[src/logic/adc_scan_defines.svh]
`ifndef ADC_SCAN_DEFINES_SVH
`define ADC_SCAN_DEFINES_SVH

// Channel selector codes.
`define SEL_PEAK_SCAN 5'h06
`define SEL_FIRST_OUTPUT 5'h08

// Scan geometry.
`define OUTPUT_COUNT 24
`define GROUP_SIZE 3
`define LAST_GROUP 3'h7
`define LAST_SLOT 2'h2

// Clock rate and timing figures.
`define CLK_MHZ 200
`define CONV_TIME_NS 2000
`define BLANK_STEP_NS 1000
`define ERR_PULSE_US 50
`define CONV_CYCLES ((`CONV_TIME_NS * `CLK_MHZ) / 1000)
`define BLANK_STEP_CYCLES ((`BLANK_STEP_NS * `CLK_MHZ) / 1000)
`define ERR_PULSE_CYCLES (`ERR_PULSE_US * `CLK_MHZ)
`define CONV_PER_CHECK 3

// Low-supply threshold encoding: volts = code + base.
`define LOWSUP_BASE_V 6'h04

// Reset value and counter saturation limit.
`define RST_POWERON_FLAG 1'b1
`define CNT_SAT 16'hFFFF

`endif

[src/logic/adc_scan_pkg.sv]
package adc_scan_pkg;
  `include "adc_scan_defines.svh"

  typedef enum logic [2:0] {
    ST_IDLE = 3'b000,
    ST_PERIOD_SYNC = 3'b001,
    ST_PERIOD_COUNT = 3'b010,
    ST_ON_WAIT = 3'b011,
    ST_CONVERT = 3'b100,
    ST_GROUP_WAIT = 3'b101
  } scan_state_t;

  typedef struct packed {
    logic low_supply;
    logic supply_uv;
    logic ref_fault;
    logic prethermal;
  } fault_in_t;

  typedef struct packed {
    logic poweron;
    logic low_supply;
    logic supply_uv;
    logic ref_fault;
    logic prethermal;
    logic summary;
  } fault_flags_t;

  typedef struct packed {
    scan_state_t state;
    logic scan;
    logic [4:0] chan;
    logic [4:0] adc_chan;
    logic adc_start;
    logic [2:0] group;
    logic [1:0] slot;
    logic [15:0] period_cnt;
    logic [15:0] on_cnt;
    logic [7:0] peak;
    logic [7:0] result;
    logic done;
    logic adc_err;
    fault_flags_t flags;
    fault_in_t prev;
    logic err_oe;
    logic [5:0] lowsup_volts;
  } ctl_state_t;

  typedef struct packed {
    logic [13:0] remain;
  } pulse_state_t;
endpackage : adc_scan_pkg

[src/logic/err_pulse_timer.sv]
`timescale 1ns/10ps
`include "adc_scan_defines.svh"
// Counts out one error-pin pulse of a fixed number of clock cycles.
module err_pulse_timer
  import adc_scan_pkg::*;
#(
  parameter int unsigned CYCLES = `ERR_PULSE_CYCLES
) (
  input wire logic clk_sys,
  input wire logic rst_n,
  input wire logic clk_en,
  input wire logic fire,
  output logic busy
);
  pulse_state_t s;
  pulse_state_t next_s;

  // A new event reloads the full length; otherwise count down to idle.
  always_comb begin
    next_s = s;
    if (fire) begin
      next_s.remain = 14'(CYCLES);
    end else if (s.remain != 14'h0000) begin
      next_s.remain = s.remain - 14'h0001;
    end
  end

  always_ff @(posedge clk_sys or negedge rst_n) begin
    if (!rst_n) begin
      s <= '0;
    end else if (clk_en) begin
      s <= next_s;
    end
  end

  assign busy = (s.remain != 14'h0000);
endmodule : err_pulse_timer

[src/logic/adc_scan_fault.sv]
`timescale 1ns/10ps
`include "adc_scan_defines.svh"
// Operation
// Output measurement waits the blanking delay after the channel turns on.
// Host keeps on-pulses longer than blanking plus three conversions.
// Disabled output channel is sampled at once, in the off state.
// Host may force full duty when the dimming period is too short.
// Selector code 06h starts auto scan; peak lands in the result register.
// Peak result is valid only after nine dimming cycles.
// Scan measures one three-output group per dimming cycle, skipping disabled ones.
// After eight groups the done flag sets and the scan halts.
// Result read clears done; with selector 06h it restarts the scan.
// Selector write clears done and restarts conversion.
// Too-short dimming period stops measuring and sets the error flag.
// Error flag clears only by a fault-clear command.
// Faults are only reported, except undervoltage conditions.
// Power-on reset leaves power-on and summary flags set.
// Power-on clear command clears power-on and summary flags.
// Low supply gives one 50 us error pulse and latches its flags.
// Low-supply flags clear by fault-clear once supply has recovered.
// Open and single-short detection are disabled while supply is low.
// Low-supply threshold code spans 4 V to 35 V in 1 V steps.
// Supply undervoltage holds the error pin low and disables outputs.
// Reference fault holds the error pin low until it recovers.
// Pre-thermal warning gives one 50 us pulse and latches its flags.
// Selector write starts a one-shot conversion that loads the result.
// Error pin sinks for steady faults or while a pulse runs.
// Latched flags stay set while their condition persists.
module adc_scan_fault
  import adc_scan_pkg::*;
#(
  parameter int unsigned ERR_PULSE_CYCLES = `ERR_PULSE_CYCLES
) (
  input wire logic clk_sys,
  input wire logic rst_n,
  input wire logic clk_en,
  input wire logic sel_wr,
  input wire logic [4:0] sel_data,
  input wire logic result_rd,
  output logic [7:0] result,
  output logic conversion_done_flag,
  output logic conversion_error_flag,
  input wire logic fault_clear_cmd,
  input wire logic poweron_clear_cmd,
  input wire logic [3:0] blank_time,
  input wire logic [23:0] channel_output_enable,
  input wire logic [23:0] channel_on,
  input wire logic dim_cycle_start,
  output logic adc_start,
  output logic [4:0] adc_channel,
  input wire logic adc_done,
  input wire logic [7:0] adc_value,
  input wire fault_in_t fault_in,
  input wire logic [4:0] low_supply_threshold,
  output logic [5:0] low_supply_volts,
  output logic open_detect_enable,
  output logic single_short_detect_enable,
  output logic outputs_disable,
  output fault_flags_t fault_flags,
  input wire logic err_pin_in,
  output logic err_pin_out,
  output logic err_pin_oe
);
  ctl_state_t s;
  ctl_state_t next_s;
  logic [31:0] on_vec;
  logic [31:0] en_vec;
  logic [4:0] cur;
  logic [15:0] blank_need;
  logic [15:0] min_period;
  logic trigger;
  logic period_short;
  logic done_set;
  logic err_set;
  logic pulse_fire;
  logic pulse_busy;

  // Maps a scan group and slot onto the output channel index.
  function automatic logic [4:0] out_index(input logic [2:0] g, input logic [1:0] sl);
    out_index = 5'({2'b00, g} * 5'(`GROUP_SIZE) + {3'b000, sl});
  endfunction : out_index

  // True when a selector code addresses a single output channel.
  function automatic logic is_output(input logic [4:0] code);
    is_output = (code >= `SEL_FIRST_OUTPUT);
  endfunction : is_output

  // Padded channel vectors keep any 5-bit index in range.
  assign on_vec = {8'h00, channel_on};
  assign en_vec = {8'h00, channel_output_enable};
  assign cur = s.scan ? out_index(s.group, s.slot) : 5'(s.chan - `SEL_FIRST_OUTPUT);

  // Blanking delay and the least dimming period that leaves room for measurement.
  assign blank_need = 16'(blank_time) * 16'(`BLANK_STEP_CYCLES);
  assign min_period = blank_need + 16'(`CONV_PER_CHECK * `CONV_CYCLES);
  // One extra bit keeps a saturated period count from wrapping into a false short period.
  assign period_short = ({1'b0, s.period_cnt} + 17'h00001) < {1'b0, min_period};
  assign trigger = sel_wr || (result_rd && s.chan == `SEL_PEAK_SCAN);
  assign pulse_fire = (fault_in.low_supply && !s.prev.low_supply)
    || (fault_in.prethermal && !s.prev.prethermal);

  // Next-state logic of the conversion sequencer and the fault flags.
  always_comb begin
    next_s = s;
    done_set = 1'b0;
    err_set = 1'b0;
    next_s.adc_start = 1'b0;
    next_s.prev = fault_in;
    next_s.lowsup_volts = 6'(low_supply_threshold) + `LOWSUP_BASE_V;
    if (on_vec[cur]) begin
      next_s.on_cnt = (s.on_cnt == `CNT_SAT) ? s.on_cnt : s.on_cnt + 16'h0001;
    end else begin
      next_s.on_cnt = 16'h0000;
    end
    unique case (s.state)
      ST_IDLE: begin
        next_s.state = ST_IDLE;
      end
      ST_PERIOD_SYNC: begin
        next_s.period_cnt = 16'h0000;
        if (dim_cycle_start) begin
          next_s.state = ST_PERIOD_COUNT;
        end
      end
      ST_PERIOD_COUNT: begin
        if (s.period_cnt != `CNT_SAT) begin
          next_s.period_cnt = s.period_cnt + 16'h0001;
        end
        if (dim_cycle_start) begin
          if (period_short) begin
            err_set = 1'b1;
            next_s.state = ST_IDLE;
          end else if (s.scan || (is_output(s.chan) && en_vec[cur])) begin
            next_s.state = ST_ON_WAIT;
          end else begin
            next_s.state = ST_CONVERT;
            next_s.adc_start = 1'b1;
            next_s.adc_chan = s.chan;
          end
        end
      end
      ST_ON_WAIT: begin
        if (s.scan && !en_vec[cur]) begin
          // A disabled channel gives up its slot.
          if (s.slot == `LAST_SLOT) begin
            next_s.slot = 2'h0;
            if (s.group == `LAST_GROUP) begin
              next_s.result = s.peak;
              done_set = 1'b1;
              next_s.state = ST_IDLE;
            end else begin
              next_s.group = s.group + 3'h1;
              next_s.state = ST_GROUP_WAIT;
            end
          end else begin
            next_s.slot = s.slot + 2'h1;
          end
        end else if (on_vec[cur] && s.on_cnt >= blank_need) begin
          next_s.state = ST_CONVERT;
          next_s.adc_start = 1'b1;
          next_s.adc_chan = cur + `SEL_FIRST_OUTPUT;
        end
      end
      ST_CONVERT: begin
        if (adc_done) begin
          if (!s.scan) begin
            next_s.result = adc_value;
            done_set = 1'b1;
            next_s.state = ST_IDLE;
          end else begin
            if (adc_value > s.peak) begin
              next_s.peak = adc_value;
            end
            next_s.state = ST_ON_WAIT;
            if (s.slot == `LAST_SLOT) begin
              next_s.slot = 2'h0;
              if (s.group == `LAST_GROUP) begin
                next_s.result = (adc_value > s.peak) ? adc_value : s.peak;
                done_set = 1'b1;
                next_s.state = ST_IDLE;
              end else begin
                next_s.group = s.group + 3'h1;
                next_s.state = ST_GROUP_WAIT;
              end
            end else begin
              next_s.slot = s.slot + 2'h1;
            end
          end
        end
      end
      ST_GROUP_WAIT: begin
        if (dim_cycle_start) begin
          next_s.state = ST_ON_WAIT;
        end
      end
      default: begin
        next_s.state = ST_IDLE;
      end
    endcase
    // A selector write, or a result read while scanning, starts over.
    if (trigger) begin
      next_s.state = ST_PERIOD_SYNC;
      next_s.scan = sel_wr ? (sel_data == `SEL_PEAK_SCAN) : 1'b1;
      next_s.group = 3'h0;
      next_s.slot = 2'h0;
      next_s.peak = 8'h00;
      next_s.adc_start = 1'b0;
    end
    if (sel_wr) begin
      next_s.chan = sel_data;
    end
    // Done clears on any selector write or result read; completion wins.
    next_s.done = done_set || (s.done && !(sel_wr || result_rd));
    next_s.adc_err = err_set || (s.adc_err && !fault_clear_cmd);
    // Flags hold while their condition stands; clear commands act otherwise.
    next_s.flags.poweron = s.flags.poweron && !poweron_clear_cmd;
    next_s.flags.low_supply = fault_in.low_supply
      || (s.flags.low_supply && !fault_clear_cmd);
    next_s.flags.supply_uv = fault_in.supply_uv
      || (s.flags.supply_uv && !fault_clear_cmd);
    next_s.flags.ref_fault = fault_in.ref_fault
      || (s.flags.ref_fault && !fault_clear_cmd);
    next_s.flags.prethermal = fault_in.prethermal
      || (s.flags.prethermal && !fault_clear_cmd);
    next_s.flags.summary = next_s.flags.poweron || next_s.flags.low_supply
      || next_s.flags.supply_uv || next_s.flags.ref_fault || next_s.flags.prethermal;
    // Steady sink for undervoltage and reference faults, pulse otherwise.
    next_s.err_oe = fault_in.supply_uv || fault_in.ref_fault || pulse_busy;
  end

  // State register; power-on reset leaves power-on and summary flags set.
  always_ff @(posedge clk_sys or negedge rst_n) begin
    if (!rst_n) begin
      s <= '0;
      s.state <= ST_IDLE;
      s.lowsup_volts <= `LOWSUP_BASE_V;
      s.flags.poweron <= `RST_POWERON_FLAG;
      s.flags.summary <= `RST_POWERON_FLAG;
    end else if (clk_en) begin
      s <= next_s;
    end
  end

  // Times the single error pulse of low-supply and pre-thermal events.
  err_pulse_timer #(
    .CYCLES(ERR_PULSE_CYCLES)
  ) u_pulse (
    .clk_sys(clk_sys),
    .rst_n(rst_n),
    .clk_en(clk_en),
    .fire(pulse_fire && clk_en),
    .busy(pulse_busy)
  );

  // Register-driven outputs; the error pin output is tied low.
  assign result = s.result;
  assign conversion_done_flag = s.done;
  assign conversion_error_flag = s.adc_err;
  assign adc_start = s.adc_start;
  assign adc_channel = s.adc_chan;
  assign low_supply_volts = s.lowsup_volts;
  assign open_detect_enable = !s.prev.low_supply;
  assign single_short_detect_enable = !s.prev.low_supply;
  assign outputs_disable = s.prev.supply_uv;
  assign fault_flags = s.flags;
  assign err_pin_out = 1'b0;
  assign err_pin_oe = s.err_oe;
endmodule : adc_scan_fault

[config.mk]
export PLATFORM = sky130hd
export DESIGN_NAME = adc_scan_fault
export DESIGN_NICKNAME = d
export VERILOG_FILES = /design/src/logic/adc_scan_pkg.sv /design/src/logic/err_pulse_timer.sv /design/src/logic/adc_scan_fault.sv
export VERILOG_INCLUDE_DIRS = /design/src /design/src/logic
export SDC_FILE = /design/constraint.sdc
export NUM_CORES = 1
export LEC_CHECK = 0
export BUFFER_PORTS_ARGS = -buffer_cell sky130_fd_sc_hd__buf_4
export CORE_ASPECT_RATIO = 0.8
export CORE_MARGIN = 2
export CORE_UTILIZATION = 30
export CTS_CLUSTER_DIAMETER = 120
export DETAILED_ROUTE_END_ITERATION = 6
export REMOVE_ABC_BUFFERS = 1
export SYNTH_ARGS = -nofsm -noshare
export SYNTH_HDL_FRONTEND = slang
export SYNTH_SLANG_ARGS = --single-unit
[constraint.sdc]
create_clock -name clk_sys -period 8.4 [get_ports clk_sys]
set_input_delay 1.68 -clock clk_sys [delete_from_list [all_inputs] [get_ports clk_sys]]
set_output_delay 1.68 -clock clk_sys [all_outputs]
set_load 0.02 [all_outputs]
==> results.tsv <==
metric	value	unit
dieWidth	180	um
dp_hpwl	13.6	mm
numClockSinks	100	
h-tree-depth	3	
final_cell_mix	116 x buf_4, 97 x dfrtp_1, 88 x nor2_1	
top_usage_layer	met2	
postLayoutCoreUtil	0.356	
synth_area_per_cell	8.64	um2
r2r-start	s[68]$_DFFE_PN0P_	
rsz0062_at_grt	false	
finalHoldViolCount	0	
maxCapViolCount	0	
slew_viol_final	0	
core	0.0244	mm2
io_pins	117	
fp-row-count	51	
critPathCaptureType	register	
fin_setup_tns	0	ps
antenna_found_initial	0	
synth.top_cell.area_share	0.326	
routed_via_density	5.13	
synth_area_leaders	dfrtp_1 33%, ha_1 8.2%, nor2_1 4.4%	
reg2reg_depth	11	
routedWlPerCell	14.8	um
placed_cell_area	0.00836	mm2
areaGrowthSynthToFinish	16.6	%
synth_cells	862	
synth-main-ff-cell	dfrtp_1	
use_met1	0.209	
cts_resized	0	
start_util	0.305	
startpoint_type	input pin	
finalPower	1.46	mW
ant_nets	0	
clkTransAtPathRegs	70	ps
drcViolationCount	0	
grt_max_degree	58	
worstHoldStart	fault_flags[5]$_DFFE_PN1P_	
dr.pass1.iters	4	
drive_above_1_share	0.191	
yosys_warnings	0	
finalWorstSetupSlack	3140	ps
synth_async_sr_flop_share	1.00	
maxSlewHeadroom	0.357	
cts_setup_buffers	0	
fin_skew	6.33	ps
gp_congestion	0.809	
use_met2	0.218	
vdd_drop_max	0.000134	V
syn_area	0.00745	mm2
cp_common_cell	ha_1	
worst-path-buf-inv	2	
wirelength	18.6	mm
port_buffers	114	
synth_top_area_cell	dfrtp_1	
worstPathMaxFanout	12	
die_area	0.0261	mm2
crit_chain	buf_4 -> ha_1 -> ha_1 -> fa_1 -> a31oi_1 -> xnor2_1 -> inv_1 -> ha_1 -> o2111ai_1 -> nor2_1 -> o221ai_1 -> nand3_1 -> a211oi_1 -> a21oi_1 -> a21o_1 -> mux2_4	
overflow	0	
synth_seq_area_share	0.337	
slowest_stage	a21oi_1	
grtUsageMet3	0.0291	
clockBufferDepth	2	
cts_buffers	9	
synth-edff-count	0	
cts_tree	built	
clk-insertion-delay-late	350	ps
critPathRequiredTime	8640	ps
synth-seq-cells	100	
cts-root-buf	clkbuf_16	
status	finished, final reports clean	
slowest_delay	750	ps
setup_viol	0	
layout.nets	1068	
drt-initial-drc-count	446	
timing.fmax	0.190	GHz
synth_cell_types	73	
min_period	5260	ps
path_class	in2reg	
grt_pass1_wl	31.0	mm
dp_slack	2760	ps
grt_use_total	0.142	
fin_crit_sh	0.626	
cp-startpoint	blank_time[0]	
hold_class	reg2reg	
cp.depth	16	
grt_pass1_vias	6109	
final_common_cell	buf_4	
cp_top_family	compound AO/OA/AOI/OAI gates	
power_density	169	mW/mm2
vias	6433	
min_path_cells	1	
worst_slew_pin_slew	965	ps
die_h	145	um
worst_ep_arrival_time	5500	ps
cts_hold_buf	0	
antenna-diode-count	0	
leakagePower	3.91	nW
fin_area	0.00868	mm2
-- area by class of cell --
class / count / area [um2]
Fill cell: 2559 / 15700
Timing Repair Buffer: 116 / 871
Inverter: 51 / 191
Clock inverter: 6 / 90.1
Sequential cell: 100 / 2510
Clock buffer: 9 / 225
Multi-Input combinational cell: 654 / 4400
Tap cell: 318 / 398
-- sequential cells by signal, indices dropped and copies added, names as in the netlist --
name	flops
outputs_disable	1
s	56
adc_channel	5
low_supply_volts	6
fault_flags	6
conversion_error_flag	1
conversion_done_flag	1
u_pulse.s	14
err_pin_oe	1
result	8
adc_start	1
-- report_power, final --
group / internal (mW) / switching (mW) / leakage, nW
clock: 0.259 / 0.192 / 0.140
combinational: 0.171 / 0.253 / 2.46
sequential: 0.526 / 0.0610 / 1.31
-- through the flow --
step,std cells,hold slack (ps)
finish,1254,493
global route,1254,515
CTS,1254,493
detailed placement,1239,482
global placement,1239,475
floorplan,805,464
-- worst paths after layout --
kind                                              endpoint  slack, ps
max reg2reg                     adc_channel[1]$_DFFE_PN0P_       4110
max                             adc_channel[1]$_DFFE_PN0P_       3140
min reg2reg                     fault_flags[5]$_DFFE_PN1P_        490
min                             fault_flags[5]$_DFFE_PN1P_        490
min in group asynchronous                s[79]$_DFFE_PN0P_       1330
max in group asynchronous  low_supply_volts[4]$_DFFE_PN0P_       5910
-- worst reg2reg max path: stages (launching register included) --
cell and delay (ps):
dfrtp_1 450, fa_1 500, ha_1 240, fa_1 390, xnor2_1 170, nand2_1 60, o21ai_0 230, nor2b_1 510
o21ai_1 210, a21oi_1 790, a21o_1 310, mux2_4 320
-- metal layers --
metal	part of all wire	routed length, um
met5	0	0
met4	0.0090	167
met3	0.043	800
met2	0.44	8180
met1	0.51	9460
-- cells by family after synthesis --
| logic type | synth area share |
|---|---|
| AO/OA/AOI/OAI | 0.205 |
| XOR/XNOR | 0.0376 |
| adder cells (fa/ha/maj) | 0.0904 |
| buffers and inverters | 0.0729 |
| other | 0.000504 |
| flip-flops | 0.337 |
| multiplexers | 0.0603 |
| AND/OR/NAND/NOR | 0.197 |
-- synth_stat cells, drive strengths merged, types with 17 or more instances --
cell type and n:
a21oi 45, nor2 88, xnor2 21, buf 42, nand3 24, ha 49, nand2b 19, nand2 83
nand4 17, inv 51, nor3 25, o21ai 64, mux2 33, dfrtp 97
No activity file was read; power rests on OpenSTA's default activity.
